$ cat config.mk
export PLATFORM = sky130hd
export DESIGN_NAME = wbs_sequencer
export DESIGN_NICKNAME = d
export VERILOG_FILES = /design/src/design/wbs_pkg.sv /design/src/design/wbs_sequencer.sv
export SDC_FILE = /design/constraint.sdc
export NUM_CORES = 1
export LEC_CHECK = 0
export ABC_AREA = 1
export ABC_CLOCK_PERIOD_IN_PS = 4100
export BUFFER_PORTS_ARGS = -buffer_cell sky130_fd_sc_hd__buf_4
export CAP_MARGIN = 20
export CORE_ASPECT_RATIO = 1.25
export CORE_MARGIN = 4
export CORE_UTILIZATION = 65
export DETAILED_ROUTE_END_ITERATION = 7
export PLACE_DENSITY = 0.91
export SYNTH_ARGS = -nofsm -noshare
export SYNTH_HDL_FRONTEND = slang
export SYNTH_SLANG_ARGS = --single-unit
$ cat constraint.sdc
create_clock -name core_clk -period 4.1 [get_ports core_clk]
set_input_delay 0 -clock core_clk [delete_from_list [all_inputs] [get_ports core_clk]]
set_output_delay 0 -clock core_clk [all_outputs]
set_load 0.02 [all_outputs]
$ cat src/design/wbs_pkg.sv
// wbs_pkg: constants for the warning buzzer sequencer
// assumes a 50 MHz core clock; all times in microseconds
package wbs_pkg;
   localparam int unsigned CLK_MHZ        = 50;
   localparam int unsigned PARK_OFF_US    = 610000;
   localparam int unsigned PARK_ON_US     = 75000;
   localparam int unsigned OVSPD_ON_US    = 500000;
   localparam int unsigned OVSPD_OFF_US   = 200000;
   localparam int unsigned STAB_ON_US     = 100000;
   localparam int unsigned STAB_OFF_US    = 100000;
   localparam int unsigned HEAT_ON_US     = 500000;
   localparam int unsigned HEAT_OFF_US    = 500000;
   localparam int unsigned WATER_ON_US    = 500000;
   localparam int unsigned WATER_OFF_US   = 500000;
   localparam int unsigned NUM_REQ        = 5;
   localparam int unsigned REQ_PARK       = 0;
   localparam int unsigned REQ_OVSPD      = 1;
   localparam int unsigned REQ_STAB       = 2;
   localparam int unsigned REQ_HEAT       = 3;
   localparam int unsigned REQ_WATER      = 4;
   localparam int unsigned CNT_W          = 26;
   localparam logic [2:0]  IDX_NONE       = 3'h7;

   typedef enum logic [2:0] {
      WBS_IDLE  = 3'h1,
      WBS_FIRST = 3'h2,
      WBS_SECND = 3'h4
   } wbs_state_type;
endpackage : wbs_pkg

$ cat src/design/wbs_sequencer.sv
// wbs_sequencer: picks one warning request at a time and plays its cadence
// assumes request inputs are synchronous levels; ignition gates water here
`timescale 1ns/100ps

// Contract
// - Park assist plays 610 ms silent then 75 ms sound, repeating.
// - Overspeed (speed above 120 km/h) plays 500 ms on then 200 ms off.
// - Stability control event plays 100 ms on then 100 ms off.
// - Water-in-fuel with ignition on, and engine overheat, play 500/500 ms.
// - A running pattern is never cut short by a higher request.
// - Pending requests are served in fixed priority, park assist first.
module wbs_sequencer
   import wbs_pkg::*;
#(
   parameter int unsigned PARK_OFF_CYC  = PARK_OFF_US  * CLK_MHZ,
   parameter int unsigned PARK_ON_CYC   = PARK_ON_US   * CLK_MHZ,
   parameter int unsigned OVSPD_ON_CYC  = OVSPD_ON_US  * CLK_MHZ,
   parameter int unsigned OVSPD_OFF_CYC = OVSPD_OFF_US * CLK_MHZ,
   parameter int unsigned STAB_ON_CYC   = STAB_ON_US   * CLK_MHZ,
   parameter int unsigned STAB_OFF_CYC  = STAB_OFF_US  * CLK_MHZ,
   parameter int unsigned HEAT_ON_CYC   = HEAT_ON_US   * CLK_MHZ,
   parameter int unsigned HEAT_OFF_CYC  = HEAT_OFF_US  * CLK_MHZ,
   parameter int unsigned WATER_ON_CYC  = WATER_ON_US  * CLK_MHZ,
   parameter int unsigned WATER_OFF_CYC = WATER_OFF_US * CLK_MHZ
) (
   input  wire logic       core_clk,
   input  wire logic       sys_rst,
   input  wire logic       clk_en,
   input  wire logic       park_assist,
   input  wire logic       overspeed,
   input  wire logic       stability_control,
   input  wire logic       engine_overheat,
   input  wire logic       water_in_fuel,
   input  wire logic       ignition_on,
   output logic            buzzer_q,
   output logic            busy_q,
   output logic [2:0]      active_q
);

   logic [NUM_REQ-1:0] req;
   logic [CNT_W-1:0]   first_len [NUM_REQ];
   logic [CNT_W-1:0]   secnd_len [NUM_REQ];
   logic               first_snd [NUM_REQ];

   wbs_state_type      state_q, state_d;
   logic [CNT_W-1:0]   cnt_q, cnt_d;
   logic [2:0]         active_d;
   logic               buzzer_d;
   logic               busy_d;
   logic [2:0]         pick;

   assign req = {water_in_fuel & ignition_on, engine_overheat,
                 stability_control, overspeed, park_assist};

   assign first_len[REQ_PARK]  = CNT_W'(PARK_OFF_CYC);
   assign secnd_len[REQ_PARK]  = CNT_W'(PARK_ON_CYC);
   assign first_snd[REQ_PARK]  = 1'b0;
   assign first_len[REQ_OVSPD] = CNT_W'(OVSPD_ON_CYC);
   assign secnd_len[REQ_OVSPD] = CNT_W'(OVSPD_OFF_CYC);
   assign first_snd[REQ_OVSPD] = 1'b1;
   assign first_len[REQ_STAB]  = CNT_W'(STAB_ON_CYC);
   assign secnd_len[REQ_STAB]  = CNT_W'(STAB_OFF_CYC);
   assign first_snd[REQ_STAB]  = 1'b1;
   assign first_len[REQ_HEAT]  = CNT_W'(HEAT_ON_CYC);
   assign secnd_len[REQ_HEAT]  = CNT_W'(HEAT_OFF_CYC);
   assign first_snd[REQ_HEAT]  = 1'b1;
   assign first_len[REQ_WATER] = CNT_W'(WATER_ON_CYC);
   assign secnd_len[REQ_WATER] = CNT_W'(WATER_OFF_CYC);
   assign first_snd[REQ_WATER] = 1'b1;

   always_comb begin
      pick = IDX_NONE;
      for (int i = NUM_REQ - 1; i >= 0; i--) begin
         if (req[i]) begin
            pick = 3'(i);
         end
      end
   end

   always_comb begin
      state_d  = state_q;
      cnt_d    = cnt_q;
      active_d = active_q;
      buzzer_d = buzzer_q;
      busy_d   = busy_q;
      case (state_q)
         WBS_IDLE: begin
            buzzer_d = 1'b0;
            busy_d   = 1'b0;
            if (pick != IDX_NONE) begin
               state_d  = WBS_FIRST;
               active_d = pick;
               cnt_d    = first_len[pick] - CNT_W'(1);
               buzzer_d = first_snd[pick];
               busy_d   = 1'b1;
            end
         end
         WBS_FIRST: begin
            if (cnt_q == '0) begin
               state_d  = WBS_SECND;
               cnt_d    = secnd_len[active_q] - CNT_W'(1);
               buzzer_d = ~first_snd[active_q];
            end else begin
               cnt_d = cnt_q - CNT_W'(1);
            end
         end
         WBS_SECND: begin
            if (cnt_q != '0) begin
               cnt_d = cnt_q - CNT_W'(1);
            end else if (pick != IDX_NONE) begin
               state_d  = WBS_FIRST;
               active_d = pick;
               cnt_d    = first_len[pick] - CNT_W'(1);
               buzzer_d = first_snd[pick];
            end else begin
               state_d  = WBS_IDLE;
               active_d = IDX_NONE;
               buzzer_d = 1'b0;
               busy_d   = 1'b0;
            end
         end
         default: begin
            state_d  = WBS_IDLE;
            active_d = IDX_NONE;
            buzzer_d = 1'b0;
            busy_d   = 1'b0;
            cnt_d    = '0;
         end
      endcase
   end

   always_ff @(posedge core_clk) begin
      if (sys_rst) begin
         state_q  <= WBS_IDLE;
         cnt_q    <= '0;
         active_q <= IDX_NONE;
         buzzer_q <= 1'b0;
         busy_q   <= 1'b0;
      end else if (clk_en) begin
         state_q  <= state_d;
         cnt_q    <= cnt_d;
         active_q <= active_d;
         buzzer_q <= buzzer_d;
         busy_q   <= busy_d;
      end
   end

   // assertions
   a_hold_active: assert property (
      @(posedge core_clk) disable iff (sys_rst)
      (state_q == WBS_FIRST && !$past(state_q == WBS_SECND)
       && $past(state_q) != WBS_IDLE) |-> $stable(active_q))
      else $error("pattern changed mid period");
   a_no_preempt: assert property (
      @(posedge core_clk) disable iff (sys_rst)
      (clk_en && state_q == WBS_FIRST) |=> active_q == $past(active_q))
      else $error("running pattern replaced");
   a_park_silent: assert property (
      @(posedge core_clk) disable iff (sys_rst)
      (state_q == WBS_FIRST && active_q == 3'(REQ_PARK)) |-> !buzzer_q)
      else $error("park assist sounded in silent phase");
   a_park_sound: assert property (
      @(posedge core_clk) disable iff (sys_rst)
      (state_q == WBS_SECND && active_q == 3'(REQ_PARK)) |-> buzzer_q)
      else $error("park assist silent in sound phase");
   a_ovspd_on: assert property (
      @(posedge core_clk) disable iff (sys_rst)
      (state_q == WBS_FIRST && active_q == 3'(REQ_OVSPD)) |-> buzzer_q)
      else $error("overspeed not sounding");
   a_ovspd_off: assert property (
      @(posedge core_clk) disable iff (sys_rst)
      (state_q == WBS_SECND && active_q == 3'(REQ_OVSPD)) |-> !buzzer_q)
      else $error("overspeed off phase sounding");
   a_stab_on: assert property (
      @(posedge core_clk) disable iff (sys_rst)
      (state_q == WBS_FIRST && active_q == 3'(REQ_STAB)) |-> buzzer_q)
      else $error("stability on phase silent");
   a_stab_off: assert property (
      @(posedge core_clk) disable iff (sys_rst)
      (state_q == WBS_SECND && active_q == 3'(REQ_STAB)) |-> !buzzer_q)
      else $error("stability off phase sounding");
   a_heat_sound: assert property (
      @(posedge core_clk) disable iff (sys_rst)
      (state_q == WBS_FIRST && active_q == 3'(REQ_HEAT)) |-> buzzer_q)
      else $error("overheat on phase silent");
   a_water_sound: assert property (
      @(posedge core_clk) disable iff (sys_rst)
      (state_q == WBS_FIRST && active_q == 3'(REQ_WATER)) |-> buzzer_q)
      else $error("water on phase silent");
   a_water_gate: assert property (
      @(posedge core_clk) disable iff (sys_rst)
      (clk_en && state_q == WBS_IDLE && water_in_fuel && !ignition_on
       && req[3:0] == '0) |=> state_q == WBS_IDLE)
      else $error("water warning without ignition");
   a_prio_pick: assert property (
      @(posedge core_clk) disable iff (sys_rst)
      (clk_en && state_q == WBS_IDLE && park_assist)
      |=> active_q == 3'(REQ_PARK))
      else $error("priority not honoured");
   a_prio_next: assert property (
      @(posedge core_clk) disable iff (sys_rst)
      (clk_en && state_q == WBS_SECND && cnt_q == '0 && park_assist)
      |=> active_q == 3'(REQ_PARK))
      else $error("park assist not served next");
   a_idle_quiet: assert property (
      @(posedge core_clk) disable iff (sys_rst)
      (state_q == WBS_IDLE) |-> (!buzzer_q && !busy_q))
      else $error("buzzer driven while idle");
   a_freeze_hold: assert property (
      @(posedge core_clk) disable iff (sys_rst)
      !clk_en |=> ($stable(state_q) && $stable(cnt_q)
                   && $stable(buzzer_q)))
      else $error("state moved while clock enable low");

   c_park_run: cover property (@(posedge core_clk)
      state_q == WBS_SECND && active_q == 3'(REQ_PARK));
   c_water_run: cover property (@(posedge core_clk)
      state_q == WBS_SECND && active_q == 3'(REQ_WATER));
   c_switch: cover property (@(posedge core_clk)
      clk_en && state_q == WBS_SECND && cnt_q == '0 && pick != active_q
      && pick != IDX_NONE);
   c_freeze: cover property (@(posedge core_clk)
      !clk_en && busy_q);

endmodule // wbs_sequencer

After elaboration in Yosys (flattened, before gate mapping)
Memory sizes are Yosys's and may differ from the RTL's. Index checks and enable logic that the tools add are counted.

$add $sub $neg: 3. Magnitude comparators: 2. Equal/unequal tests: 8. Muxes and demuxes: 34. Bitwise logic cells: 5. Reductions and logical operators: 6.

Operators by type and width (number): $mux 26 (7); $pmux 26 s3 (1); $sub 26x1->26 const B (3); $mux 3 (10); $logic_not 26->1 (1); $reduce_bool 26->1 (1); $pmux 3 s3 (2); $reduce_and 4->1 (3); $mux 1 (10); $ge 4x4->1 const B (2); $ne 2x2->1 const B (4); $not 3->4 (2); $pmux 1 s3 (2); $mux 2 (2); $eq 3x1->1 const B (1); $eq 3x2->1 const B (1); $eq 3x3->1 const B (1); $ne 3x3->1 const B (1); $reduce_and 3->1 (1); $not 1->1 (2); $and 1x1->1 (1).

Register bits after elaboration: 34. ROM bits: 432. Bits of input ports: 9. Output and inout bits: 5. Logic and storage cells: 67. Memories: 4.

Memories: (no name shown) (depth 8, bits a word 26, read ports 1, clocked after Yosys merged registers in 0, wr ports 0, RTL line wbs_sequencer.sv:113) `cnt_d = first_len[pick] - CNT_W'(1);`; (no name shown) (depth 8, bits a word 26, read ports 1, clocked after Yosys merged registers in 0, wr ports 0, RTL line wbs_sequencer.sv:101) `cnt_d = secnd_len[active_q] - CNT_W'(1);`; (no name shown) (depth 8, bits a word 1, read ports 1, clocked after Yosys merged registers in 0, wr ports 0, RTL line wbs_sequencer.sv:114) `buzzer_d = first_snd[pick];`; (no name shown) (depth 8, bits a word 1, read ports 1, clocked after Yosys merged registers in 0, wr ports 0, RTL line wbs_sequencer.sv:102) `buzzer_d = ~first_snd[active_q];`.

Logic depth before layout (Yosys ltp)
Gate-level depths: netlist of the first run.

Word-level depth: 14. Depth in mapped cells: 14. Depth with buffers taken out: 14.

Least setup slack after synthesis of the first run
No wires, ideal clock.

Kind: reg2reg. From: reg cnt_q[0]. To: reg active_q[1]. Library setup time: 128 ps. Arrival: 1611 ps. Required time: 3972 ps. Setup slack: 2361 ps. Cell stages (with the launch flop): 15. Buffers on the path: 0. Period minus slack after synthesis: 1739 ps. Cells stage by stage: dfxtp_1 > inv_1 > ha_1 > nand2_2 > clkinv_1 > nand2_2 > nor2_4 > nand2_4 > nand2_2 > nand2_4 > inv_2 > nand2_1 > inv_2 > o21ai_1 > o211ai_1.

Cells in the longest elaborated chain, start to end: 3.

RTL lines: from (decl) (RTL line wbs_sequencer.sv:46) `logic [CNT_W-1:0] cnt_q, cnt_d;`; from (signal assigned) (RTL line wbs_sequencer.sv:141) `cnt_q <= cnt_d;`; $reduce_bool 26->1 (RTL line wbs_sequencer.sv:108) `if (cnt_q != '0) begin`; $ne 2x2->1 (no line); $reduce_and 4->1 (no line); to (signal assigned) (RTL line wbs_sequencer.sv:142) `active_q <= active_d;`; to (decl) (RTL line wbs_sequencer.sv:37) `output logic [2:0] active_q`.

No other way between the ends. A chain may end at the register's enable or synchronous reset.

Worst setup path in the final report of the first run
From: reg state_q[2]. To: reg cnt_q[25].

Cells in the longest elaborated chain, start to end: 2. Elaborated cells on any way between the ends: 4. Those cells by class: eq/ne: 3; mux: 1.

RTL lines: from (decl) (RTL line wbs_sequencer.sv:45) `wbs_state_type state_q, state_d;`; from (signal assigned) (RTL line wbs_sequencer.sv:140) `state_q <= state_d;`; $eq 3x3->1 (tied with other cells) (RTL line wbs_sequencer.sv:86) `case (state_q)`; $pmux 26 s3 (*) (RTL line wbs_sequencer.sv:86).

Every way passes the cells marked *; elsewhere a longest branch is shown, timed or not.

==> implementation parameters, run 1 <==
Parameter                              Value

Floorplanning
  Standard-cell row count    27
  I/O pin count    14
  Overall die width    68.9 um
  Area inside the core boundary    4460 sq um
  Effective utilization at floorplan    0.675
  Die height    84.1 um
  Die area    5790 sq um

Synth
  Combinational family with the most area after synthesis    simple AND/OR/NAND/NOR gates
  Top-count cell post-synth    sky130_fd_sc_hd__nand2_1
  Number of standard cells after synthesis    496
  Share of cell area taken by muxes after synthesis    0
  Post-synthesis cell type with the largest combined area    sky130_fd_sc_hd__dfxtp_1
  Async set or reset register ratio after synthesis    0
  Synthesized area divided by synthesized cell count    6.07 sq um
  Area fraction of the dominant cell type after synthesis    0.226
  Cell area after technology mapping    3010 sq um
  Count of synthesis-stage warnings from yosys    0
  Compound-Gate Fraction of Synth Area    0.160
  Post-Synth Simple-Gate Area    0.449
  Synthesized Nets    512
  Commonest register cell after synthesis    sky130_fd_sc_hd__dfxtp_1
  Adder-Cell Fraction of Synth Area    0.0291
  Top cells by area in the synthesized netlist    sky130_fd_sc_hd__dfxtp_1, sky130_fd_sc_hd__nand2_1, sky130_fd_sc_hd__nand3_1
  Most common library cells after synthesis    sky130_fd_sc_hd__nand2_1, sky130_fd_sc_hd__nand3_1, sky130_fd_sc_hd__inv_1
  Number of enable flip-flop cells after synthesis    0
  Number of library cell types mapped by synthesis    38
  Post-synthesis xor/xnor area fraction    0.0436
  Fraction of the yosys area taken by sequential cells    0.226
  Number of storage elements in the synthesis netlist    34

STA
  Final-report setup violation count    0
  Final critical-path required period    2.33 ns
  Clock skew after layout    0.00595 ns
  Actual slew at the worst max-slew pin    0.988 ns
  Final worst-path cycle share    0.568
  Setup repair after global routing missed its margin    no
  Maximum clock rate    429 MHz
  Pins over their slew limit    0
  Max-slew headroom    0.340
  Summed negative setup slack over all endpoints    0 ns
  Number of failing hold endpoints at the final stage    0

Route
  Post-detailed-routing wire length    9610 um
  Highest Signal Layer    met4
  Number of DRC markers in iteration 0    405
  Number of remaining DRC errors    0
  Via count    3475
  1st-pass router iterations    6
  Wire length on met1    3680 um
  Post-DRT Antenna Nets    0
  Per-cell via count in the routed design    6.17
  Met2 routed WL    4430 um
  Routed wire per std cell    17.1 um
  Met3 Routed Length    857 um

Finish
  Multi-input logic area    2050 sq um
  Fraction of layout instances using a drive strength above 1    0.129
  Flip-flop and latch area    681 sq um
  Post-layout utilization of the core    0.726
  Fillcell total    393
  Number of diodes added for antenna fixing    0
  Synthesis-to-finish area growth    7.56%
  Final net count    520

Placed design
  Routability Congestion    1.05
  Count of buffers inserted at the top-level ports    13
  Dpl hpwl    6970 um

Power and ir drop
  Worst vdd rail ir drop    0.238 mV
  P per Cell Area    349 nW/um^2
  Total power    1.13 mW
  Leakage power of the design    1.51 nW

Global route
  Overall track demand over capacity in global routing    0.360
  Maximum number of pins on one net before global-route repair    32
  Number of global-route vias before repair    3328
  Wire length of the first global-routing pass    16000 um
  Initial antenna violation count    0
  Overflow left after global routing    0

Setup path
  Category of the critical setup timing path    flip-flop to flip-flop
  WP data required    4.32 ns
  Critical path startpoint    state_q[2]$_SDFFE_PP0P_
  Maximum fanout along the worst path    15
  CP startpoint kind    flip-flop
  CP Capture Type    flip-flop
  Source of the worst register-to-register timing path    state_q[2]$_SDFFE_PP0P_
  Arrival time at the worst endpoint    2.55 ns

Clocking
  Clock insertion delay at the later pin of the skew report    0.29 ns
  TritonCTS Buffers    5
  Total setup buffers inserted after CTS    0
  Clock sink count    34
  Number of instances resized during post-cts repair    0
  CTS tree    yes
  Clock root buffer    sky130_fd_sc_hd__clkbuf_8
  H-Tree Depth    2
  Clock-pin slew on the worst setup and hold paths    0.07 ns
  Maximum number of buffers from clock root to sink    2
  Hold buffer count at CTS    0

Outcome
  Result of the run    finished clean

Job
  Max cap viols    0

Worst hold path
  Type of the most critical hold path    primary input to flip-flop
  Hold Startpoint    stability_control
-- flip-flops by register name (all words and copies together) (netlist names) --
register	cells
cnt_q	26
active_q	3
state_q	3
busy_q	1
buzzer_q	1
-- stage by stage --
stage | hold slack (ns) | cell area, sq um | instances | worst slack (ns)
2_1_floorplan | 0.143 | 3010 | 496 | 2.36
3_3_place_gp | 0.383 | 3130 | 555 | 1.99
3_5_place_dp | 0.392 | 3130 | 555 | 1.98
4_1_cts | 0.0970 | 3240 | 563 | 1.89
5_1_grt | 0.115 | 3240 | 563 | 1.73
6_report | 0.0956 | 3240 | 563 | 1.77
-- where the power goes --
group	leakage, nW	internal, mW	total [mW]	switching (mW)
clock	0.0524	0.182	0.310	0.128
sequential	0.279	0.354	0.391	0.0371
combinational	1.18	0.139	0.431	0.292
-- placed cells by master, fill, tap and decap left out, types with 5 or more instances in the layout --
cell type	n
sky130_fd_sc_hd__buf_4	14
sky130_fd_sc_hd__nor2_1	43
sky130_fd_sc_hd__o211ai_1	14
sky130_fd_sc_hd__clkbuf_8	5
sky130_fd_sc_hd__o21ai_1	6
sky130_fd_sc_hd__o21ai_0	17
sky130_fd_sc_hd__nand4_1	12
sky130_fd_sc_hd__nor2_2	11
sky130_fd_sc_hd__nand3_1	53
sky130_fd_sc_hd__a21oi_1	26
sky130_fd_sc_hd__nand2_1	150
sky130_fd_sc_hd__nor3_1	5
sky130_fd_sc_hd__inv_2	7
sky130_fd_sc_hd__a21oi_2	5
sky130_fd_sc_hd__xor2_1	11
sky130_fd_sc_hd__dfxtp_1	34
sky130_fd_sc_hd__inv_1	49
sky130_fd_sc_hd__ha_1	7
-- critical path, cell delays in order (launching register included) --
cell and delay (ns):
sky130_fd_sc_hd__dfxtp_1 0.43, sky130_fd_sc_hd__inv_2 0.08, sky130_fd_sc_hd__nor3_4 0.67, sky130_fd_sc_hd__inv_2 0.20, sky130_fd_sc_hd__o21ai_4 0.35, sky130_fd_sc_hd__nand2_1 0.15
sky130_fd_sc_hd__nand2_1 0.12, sky130_fd_sc_hd__nand3_1 0.10, sky130_fd_sc_hd__a21oi_1 0.15
-- area by class of cell --
class / instances / area share
clock inverter: 1 / 0.00927
inverter: 58 / 0.0680
timing repair buffer: 14 / 0.0325
multi-input combinational: 391 / 0.634
clock buffer: 7 / 0.0236
tap: 58 / 0.0224
sequential: 34 / 0.210
-- layer usage --
layer	GRT usage	vias up
met1	0.441	1568
met5	0	-
li1	-	1633
met4	0.229	0
met3	0.0782	61
met2	0.551	213
-- kinds of logic (layout without fill, tap and decap cells) --
logic type	Yosys count	count (layout)
AND/OR/NAND/NOR	292	292
flip-flops	34	34
AO/OA/AOI/OAI	77	77
buffers and inverters	71	80
XOR/XNOR	15	15
adder cells (fa/ha/maj)	7	7
-- worst paths after layout --
kind	to	depth (start not counted)	slack (ns)
hold / removal	active_q[1]$_SDFFE_PP1P_	4	0.1
setup reg to reg	cnt_q[25]$_SDFFE_PP0P_	8	1.77
hold reg to reg	buzzer_q$_SDFFE_PP0P_	2	0.48
setup / recovery	cnt_q[25]$_SDFFE_PP0P_	8	1.77
No activity file was read; power rests on OpenSTA's default activity.
==> inputs of run 2 (changes only) <==
--- a/config.mk
+++ b/config.mk
@@ -6,14 +6,14 @@
 export NUM_CORES = 1
 export LEC_CHECK = 0
 export ABC_AREA = 1
-export ABC_CLOCK_PERIOD_IN_PS = 4100
+export ABC_CLOCK_PERIOD_IN_PS = 2350
 export BUFFER_PORTS_ARGS = -buffer_cell sky130_fd_sc_hd__buf_4
 export CAP_MARGIN = 20
 export CORE_ASPECT_RATIO = 1.25
 export CORE_MARGIN = 4
-export CORE_UTILIZATION = 65
+export CORE_UTILIZATION = 62
 export DETAILED_ROUTE_END_ITERATION = 7
-export PLACE_DENSITY = 0.91
+export PLACE_DENSITY = 0.87
 export SYNTH_ARGS = -nofsm -noshare
 export SYNTH_HDL_FRONTEND = slang
 export SYNTH_SLANG_ARGS = --single-unit
==> constraint.sdc (replaced) <==
create_clock -name core_clk -period 2.35 [get_ports core_clk]
set_input_delay 0 -clock core_clk [delete_from_list [all_inputs] [get_ports core_clk]]
set_output_delay 0 -clock core_clk [all_outputs]
set_load 0.02 [all_outputs]
==> implementation parameters, run 2 (synthesis gave the netlist of run 1 again) <==
Parameter                              Value

Route
  Number of DRC markers in iteration 0    339 (-16%)
  Post-detailed-routing wire length    9740 um (+1.3%)
  Per-cell via count in the routed design    6.13 (-0.68%)
  Post-DRT Antenna Nets    0 (unchanged)
  Via count    3488 (+0.37%)
  Routed wire per std cell    17.1 um (+0.22%)
  Number of remaining DRC errors    0 (unchanged)
  1st-pass router iterations    5 (-1)

Floorplanning
  Die height    85.9 um (+2.2%)
  Effective utilization at floorplan    0.637 (-0.0386)
  Standard-cell row count    28 (+3.7%)
  I/O pin count    14 (unchanged)
  Overall die width    70.3 um (+2.1%)
  Area inside the core boundary    4730 sq um (+6.1%)
  Die area    6040 sq um (+4.3%)

STA
  Actual slew at the worst max-slew pin    0.541 ns (-0.448 ns)
  Final critical-path required period    2.13 ns (-0.200 ns)
  Setup repair after global routing missed its margin    no
  Final worst-path cycle share    0.906 (+0.338)
  Max-slew headroom    0.639 (+0.300)
  Clock skew after layout    0.0111 ns (+0.00519 ns)
  Final worst slack    0.222 ns (-1.55 ns)
  Final-report setup violation count    0 (unchanged)
  Summed negative setup slack over all endpoints    0 ns (unchanged)
  Pins over their slew limit    0 (unchanged)
  Maximum clock rate    470 MHz (+9.4%)
  Number of failing hold endpoints at the final stage    0 (unchanged)

Setup path
  Source of the worst register-to-register timing path    cnt_q[0]$_SDFFE_PP0P_
  Maximum fanout along the worst path    10 (-5)
  WP data required    2.52 ns (-1.80 ns)
  CP startpoint kind    flip-flop
  Reg2Reg Setup Slack    0.22 ns (-1.55 ns)
  CP Capture Type    flip-flop
  Arrival time at the worst endpoint    2.30 ns (-0.25 ns)
  Category of the critical setup timing path    flip-flop to flip-flop
  Reg2Reg Depth    13 (+5)
  Reg-to-Reg End    cnt_q[19]$_SDFFE_PP0P_

Clocking
  TritonCTS Buffers    5 (unchanged)
  Clock root buffer    sky130_fd_sc_hd__clkbuf_8
  Total setup buffers inserted after CTS    0 (unchanged)
  Maximum number of buffers from clock root to sink    2 (unchanged)
  Hold buffer count at CTS    0 (unchanged)
  Clock sink count    34 (unchanged)
  CTS tree    yes
  Number of instances resized during post-cts repair    0 (unchanged)
  H-Tree Depth    2 (unchanged)
  Clock-pin slew on the worst setup and hold paths    0.08 ns (about the same)
  Clock insertion delay at the later pin of the skew report    0.30 ns (about the same)

Placed design
  Pre-CTS setup slack    0.203 ns (-1.78 ns)
  Dpl hpwl    7320 um (+5.0%)
  Cell Area, Placed    3160 sq um (+1.0%)
  Routability Congestion    0.987 (-5.6%)
  Count of buffers inserted at the top-level ports    13 (unchanged)

Worst hold path
  Destination of the worst hold path    cnt_q[17]$_SDFFE_PP0P_
  Number of stages on the worst hold path    3 (-1)
  Hold Startpoint    clk_en
  Type of the most critical hold path    primary input to flip-flop

Finish
  Number of flip-flops in the largest register    26 (unchanged)
  Top register by number of flip-flops    cnt_q
  Synthesis-to-finish area growth    8.35%
  Number of diodes added for antenna fixing    0 (unchanged)
  Final net count    524 (+0.77%)
  Most common cell after layout, fill and taps aside    sky130_fd_sc_hd__nand2_1
  Fraction of layout instances using a drive strength above 1    0.141 (+0.0127)
  Fin area    3260 sq um (+0.73%)
  Top Registers    cnt_q x26, active_q x3, state_q x3
  Most frequent cells in the layout    sky130_fd_sc_hd__nand2_1, sky130_fd_sc_hd__nand3_1, sky130_fd_sc_hd__inv_1, sky130_fd_sc_hd__nor2_1, sky130_fd_sc_hd__dfxtp_1

Power and ir drop
  Power share of the combinational group    0.393 (+0.012)
  Fraction of power consumed by the clock network    0.254 (-0.020)
  Share of total power in sequential cells    0.353 (+0.007)
  Leakage power of the design    1.52 nW (+0.89%)
  Sw power    827 uW (+81%)
  Total power    1.93 mW (+70%)
  Worst vdd rail ir drop    0.416 mV (+75%)
  P per Cell Area    591 nW/um^2 (+69%)
  Sw Share    0.429 (+0.0251)
  Cell Int Power    1.10 mW (+63%)

Global route
  Overall track demand over capacity in global routing    0.332 (-0.0281)
  Initial antenna violation count    0 (unchanged)
  Wire length of the first global-routing pass    15900 um (-0.61%)
  Number of global-route vias before repair    3278 (-1.5%)
  Overflow left after global routing    0 (unchanged)
  Maximum number of pins on one net before global-route repair    32 (unchanged)

Outcome
  Result of the run    finished clean

Job
  Max cap viols    0 (unchanged)
-- run 2: cell types whose count changed in the layout (fill, tap and decap cells not counted), sizes merged --
cell,change
bufinv,-1
clkinvlp,+1
clkbuf,-1
buf,+4
clkinv,+1
-- run 2: routing by layer --
metal	share of wire	track usage
met5	0	0
met2	0.46	0.537
met1	0.39	0.408
met3	0.084	0.0492
met4	0.062	0.218
-- run 2: worst max-delay path, cell delays in order, from the launching register on --
cell and delay (ns):
sky130_fd_sc_hd__dfxtp_1 0.35, sky130_fd_sc_hd__inv_1 0.11, sky130_fd_sc_hd__ha_2 0.27, sky130_fd_sc_hd__nand2_2 0.14, sky130_fd_sc_hd__clkinv_1 0.10, sky130_fd_sc_hd__nand2_2 0.07, sky130_fd_sc_hd__nor2_4 0.13, sky130_fd_sc_hd__nand2_4 0.14
sky130_fd_sc_hd__inv_2 0.22, sky130_fd_sc_hd__nand2_1 0.15, sky130_fd_sc_hd__nand3_1 0.12, sky130_fd_sc_hd__nand3_1 0.07, sky130_fd_sc_hd__nand2_1 0.06, sky130_fd_sc_hd__a21oi_1 0.07
-- run 2: worst max-delay path by stage --
stage | startpoint | to | slack, ns | cells after the start
after floorplan | cnt_q[0]$_SDFFE_PP0P_ | active_q[1]$_SDFFE_PP1P_ | 0.61 | 14
after global placement | cnt_q[0]$_SDFFE_PP0P_ | cnt_q[19]$_SDFFE_PP0P_ | 0.24 | 13
after detailed placement | cnt_q[0]$_SDFFE_PP0P_ | cnt_q[19]$_SDFFE_PP0P_ | 0.20 | 13
after CTS | cnt_q[0]$_SDFFE_PP0P_ | cnt_q[19]$_SDFFE_PP0P_ | 0.19 | 13
after global routing | cnt_q[0]$_SDFFE_PP0P_ | cnt_q[22]$_SDFFE_PP0P_ | 0.07 | 13
final | cnt_q[0]$_SDFFE_PP0P_ | cnt_q[19]$_SDFFE_PP0P_ | 0.22 | 13
-- run 2: through the flow --
step | hold slack, ns | cells | utilization
after floorplan | 0.143 | 496 | -
after global placement | 0.377 | 561 | 0.669
after detailed placement | 0.412 | 561 | 0.669
after CTS | 0.100 | 569 | 0.689
after global routing | 0.118 | 569 | 0.690
final | 0.0963 | 569 | 0.690
-- run 2: area by class of cell --
type | count | area (sq um)
multi-input cells | 391 | 2060
well taps | 60 | 75.1
inverters | 58 | 220
flip-flops and latches | 34 | 681
repair buffers | 18 | 135
clock buffers | 6 | 82.6
fillers | 425 | 1470
clock inverters | 2 | 12.5
-- run 2: power groups by stage --
| stage | clock [mW] | combinational, mW | sequential [mW] |
|---|---|---|---|
| 3_5_place_dp | 0 | 0.737 | 0.691 |
| 3_3_place_gp | 0 | 0.729 | 0.690 |
| 4_1_cts | 0.482 | 0.742 | 0.678 |
| 2_1_floorplan | 0 | 0.551 | 0.685 |
| 6_report | 0.491 | 0.758 | 0.680 |
| 5_1_grt | 0.504 | 0.837 | 0.687 |
==> inputs of run 3 (changes only) <==
--- a/config.mk
+++ b/config.mk
@@ -10,7 +10,7 @@
 export BUFFER_PORTS_ARGS = -buffer_cell sky130_fd_sc_hd__buf_4
 export CAP_MARGIN = 20
 export CORE_ASPECT_RATIO = 1.25
-export CORE_MARGIN = 4
+export CORE_MARGIN = 2
 export CORE_UTILIZATION = 62
 export DETAILED_ROUTE_END_ITERATION = 7
 export PLACE_DENSITY = 0.87
==> implementation parameters, run 3 (synthesis gave the netlist of run 1 again) <==
Parameter                              Value

Finish
  Flip-flop and latch area    681 sq um (unchanged)
  Number of diodes added for antenna fixing    0 (unchanged)
  Fraction of layout instances using a drive strength above 1    0.139 (-0.00251)
  Synthesis-to-finish area growth    9.14%
  Most frequent cells in the layout    sky130_fd_sc_hd__nand2_1, sky130_fd_sc_hd__nand3_1, sky130_fd_sc_hd__inv_1, sky130_fd_sc_hd__nor2_1, sky130_fd_sc_hd__dfxtp_1
  Number of flip-flops in the largest register    26 (unchanged)
  Top register by number of flip-flops    cnt_q
  Most common cell after layout, fill and taps aside    sky130_fd_sc_hd__nand2_1
  Multi-input logic area    2050 sq um (-0.12%)
  Non-filler cells, final    571 (+0.35%)
  Post-layout utilization of the core    0.700 (+0.0102)
  Fillcell total    439 (+3.3%)
  Final net count    526 (+0.38%)
  Top Registers    cnt_q x26, active_q x3, state_q x3

STA
  Actual slew at the worst max-slew pin    0.643 ns (+0.102 ns)
  Final worst slack    0.184 ns (-0.0380 ns)
  Summed negative setup slack over all endpoints    0 ns (unchanged)
  Final-report setup violation count    0 (unchanged)
  Final critical-path required period    2.17 ns (+0.0380 ns)
  Number of failing hold endpoints at the final stage    0 (unchanged)
  Max-slew headroom    0.571 (-0.0680)
  Pins over their slew limit    0 (unchanged)
  Clock skew after layout    0.00793 ns (-0.00321 ns)
  Final worst-path cycle share    0.922 (+0.0162)
  Setup repair after global routing missed its margin    no
  Maximum clock rate    462 MHz (-1.8%)

Power and ir drop
  Fraction of power consumed by the clock network    0.275 (+0.021)
  Share of total power in sequential cells    0.342 (-0.011)
  Cell Int Power    1.18 mW (+7.4%)
  Worst vdd rail ir drop    0.387 mV (-7.1%)
  Total power    1.98 mW (+2.8%)
  Leakage power of the design    1.54 nW (+1.0%)
  Sw power    800 uW (-3.3%)
  Sw Share    0.403 (-0.0255)
  P per Cell Area    604 nW/um^2 (+2.1%)
  Power share of the combinational group    0.382 (-0.011)

Setup path
  CP startpoint kind    flip-flop
  Category of the critical setup timing path    flip-flop to flip-flop
  WP data required    2.52 ns (about the same)
  Reg2Reg Depth    13 (unchanged)
  Arrival time at the worst endpoint    2.34 ns (+0.04 ns)
  CP Capture Type    flip-flop
  Maximum fanout along the worst path    10 (unchanged)

Floorplanning
  Area inside the core boundary    4690 sq um (-0.74%)
  I/O pin count    14 (unchanged)
  Standard-cell row count    28 (unchanged)
  Die height    81.9 um (-4.7%)
  Die area    5430 sq um (-10%)
  Effective utilization at floorplan    0.641 (+0.00475)
  Overall die width    66.3 um (-5.7%)

Worst hold path
  Type of the most critical hold path    primary input to flip-flop
  Number of stages on the worst hold path    4 (+1)

Route
  Per-cell via count in the routed design    6.05 (-1.3%)
  Via count    3455 (-0.95%)
  Post-detailed-routing wire length    9660 um (-0.84%)
  Routed wire per std cell    16.9 um (-1.2%)
  Number of remaining DRC errors    0 (unchanged)
  1st-pass router iterations    5 (unchanged)
  Number of DRC markers in iteration 0    340 (+0.29%)
  Post-DRT Antenna Nets    0 (unchanged)

Global route
  Number of global-route vias before repair    3079 (-6.1%)
  Overflow left after global routing    0 (unchanged)
  Initial antenna violation count    0 (unchanged)
  Wire length of the first global-routing pass    14800 um (-7.0%)
  Overall track demand over capacity in global routing    0.364 (+0.0317)
  Maximum number of pins on one net before global-route repair    32 (unchanged)

Clocking
  CTS tree    yes
  TritonCTS Buffers    5 (unchanged)
  Hold buffer count at CTS    0 (unchanged)
  Total setup buffers inserted after CTS    0 (unchanged)
  Maximum number of buffers from clock root to sink    2 (unchanged)
  Clock sink count    34 (unchanged)
  Number of instances resized during post-cts repair    0 (unchanged)
  Clock-pin slew on the worst setup and hold paths    0.08 ns (about the same)
  Clock root buffer    sky130_fd_sc_hd__clkbuf_8
  H-Tree Depth    2 (unchanged)
  Clock insertion delay at the later pin of the skew report    0.29 ns (about the same)

Placed design
  Dpl hpwl    7240 um (-1.0%)
  Cells after DPL    563 (+0.36%)
  Count of buffers inserted at the top-level ports    13 (unchanged)
  Routability Congestion    0.980 (-0.63%)
  Pre-CTS setup slack    0.213 ns (+0.0100 ns)

Outcome
  Result of the run    finished clean

Job
  Max cap viols    0 (unchanged)
[run 3: layout make-up]
class,count,area share
repair buffers,20,0.0457
multi-input cells,391,0.625
clock buffers,7,0.0232
clock inverters,1,0.00914
inverters,58,0.0670
flip-flops and latches,34,0.207
well taps,60,0.0228
[run 3: per-layer routing]
layer  global-route usage  wire, um  share of wire  up-vias
li1                     -         -              -     1651
met4                0.192       491          0.051        0
met2                0.618      4500           0.47      184
met3               0.0548       777          0.080       43
met1                0.440      3890           0.40     1577
met5                    0         0              0        -
[run 3: worst max-delay path, stage by stage (launching register included)]
cell and delay [ns]:
sky130_fd_sc_hd__dfxtp_1 0.34, sky130_fd_sc_hd__inv_1 0.10, sky130_fd_sc_hd__ha_1 0.33, sky130_fd_sc_hd__nand2_2 0.17, sky130_fd_sc_hd__clkinv_1 0.10, sky130_fd_sc_hd__nand2_2 0.07
sky130_fd_sc_hd__nor2_4 0.13, sky130_fd_sc_hd__nand2_4 0.14, sky130_fd_sc_hd__inv_2 0.22, sky130_fd_sc_hd__nand2_1 0.14, sky130_fd_sc_hd__nand3_1 0.11, sky130_fd_sc_hd__nand3_1 0.07
sky130_fd_sc_hd__nand2_1 0.06, sky130_fd_sc_hd__a21oi_1 0.06
[run 3: metrics by stage]
| stage | cell area, sq um | hold WS (ns) |
|---|---|---|
| after floorplan | 3010 | 0.143 |
| after global placement | 3180 | 0.382 |
| after detailed placement | 3180 | 0.384 |
| after CTS | 3290 | 0.0824 |
| after global routing | 3290 | 0.111 |
| final | 3290 | 0.0868 |
[run 3: final timing paths]
check,start,endpoint,slack [ns]
worst min register to register,busy_q$_SDFFE_PP0P_,busy_q$_SDFFE_PP0P_,0.47
worst max-delay path,cnt_q[0]$_SDFFE_PP0P_,cnt_q[19]$_SDFFE_PP0P_,0.18
worst max register to register,cnt_q[0]$_SDFFE_PP0P_,cnt_q[19]$_SDFFE_PP0P_,0.18
worst min-delay path,stability_control,active_q[1]$_SDFFE_PP1P_,0.09
[run 3: power groups by stage]
stage,Combinational [mW],Clock (mW),Sequential (mW)
after CTS,0.741,0.549,0.677
after floorplan,0.551,0,0.685
after global routing,0.831,0.570,0.684
after detailed placement,0.737,0,0.690
final,0.758,0.546,0.679
after global placement,0.727,0,0.689
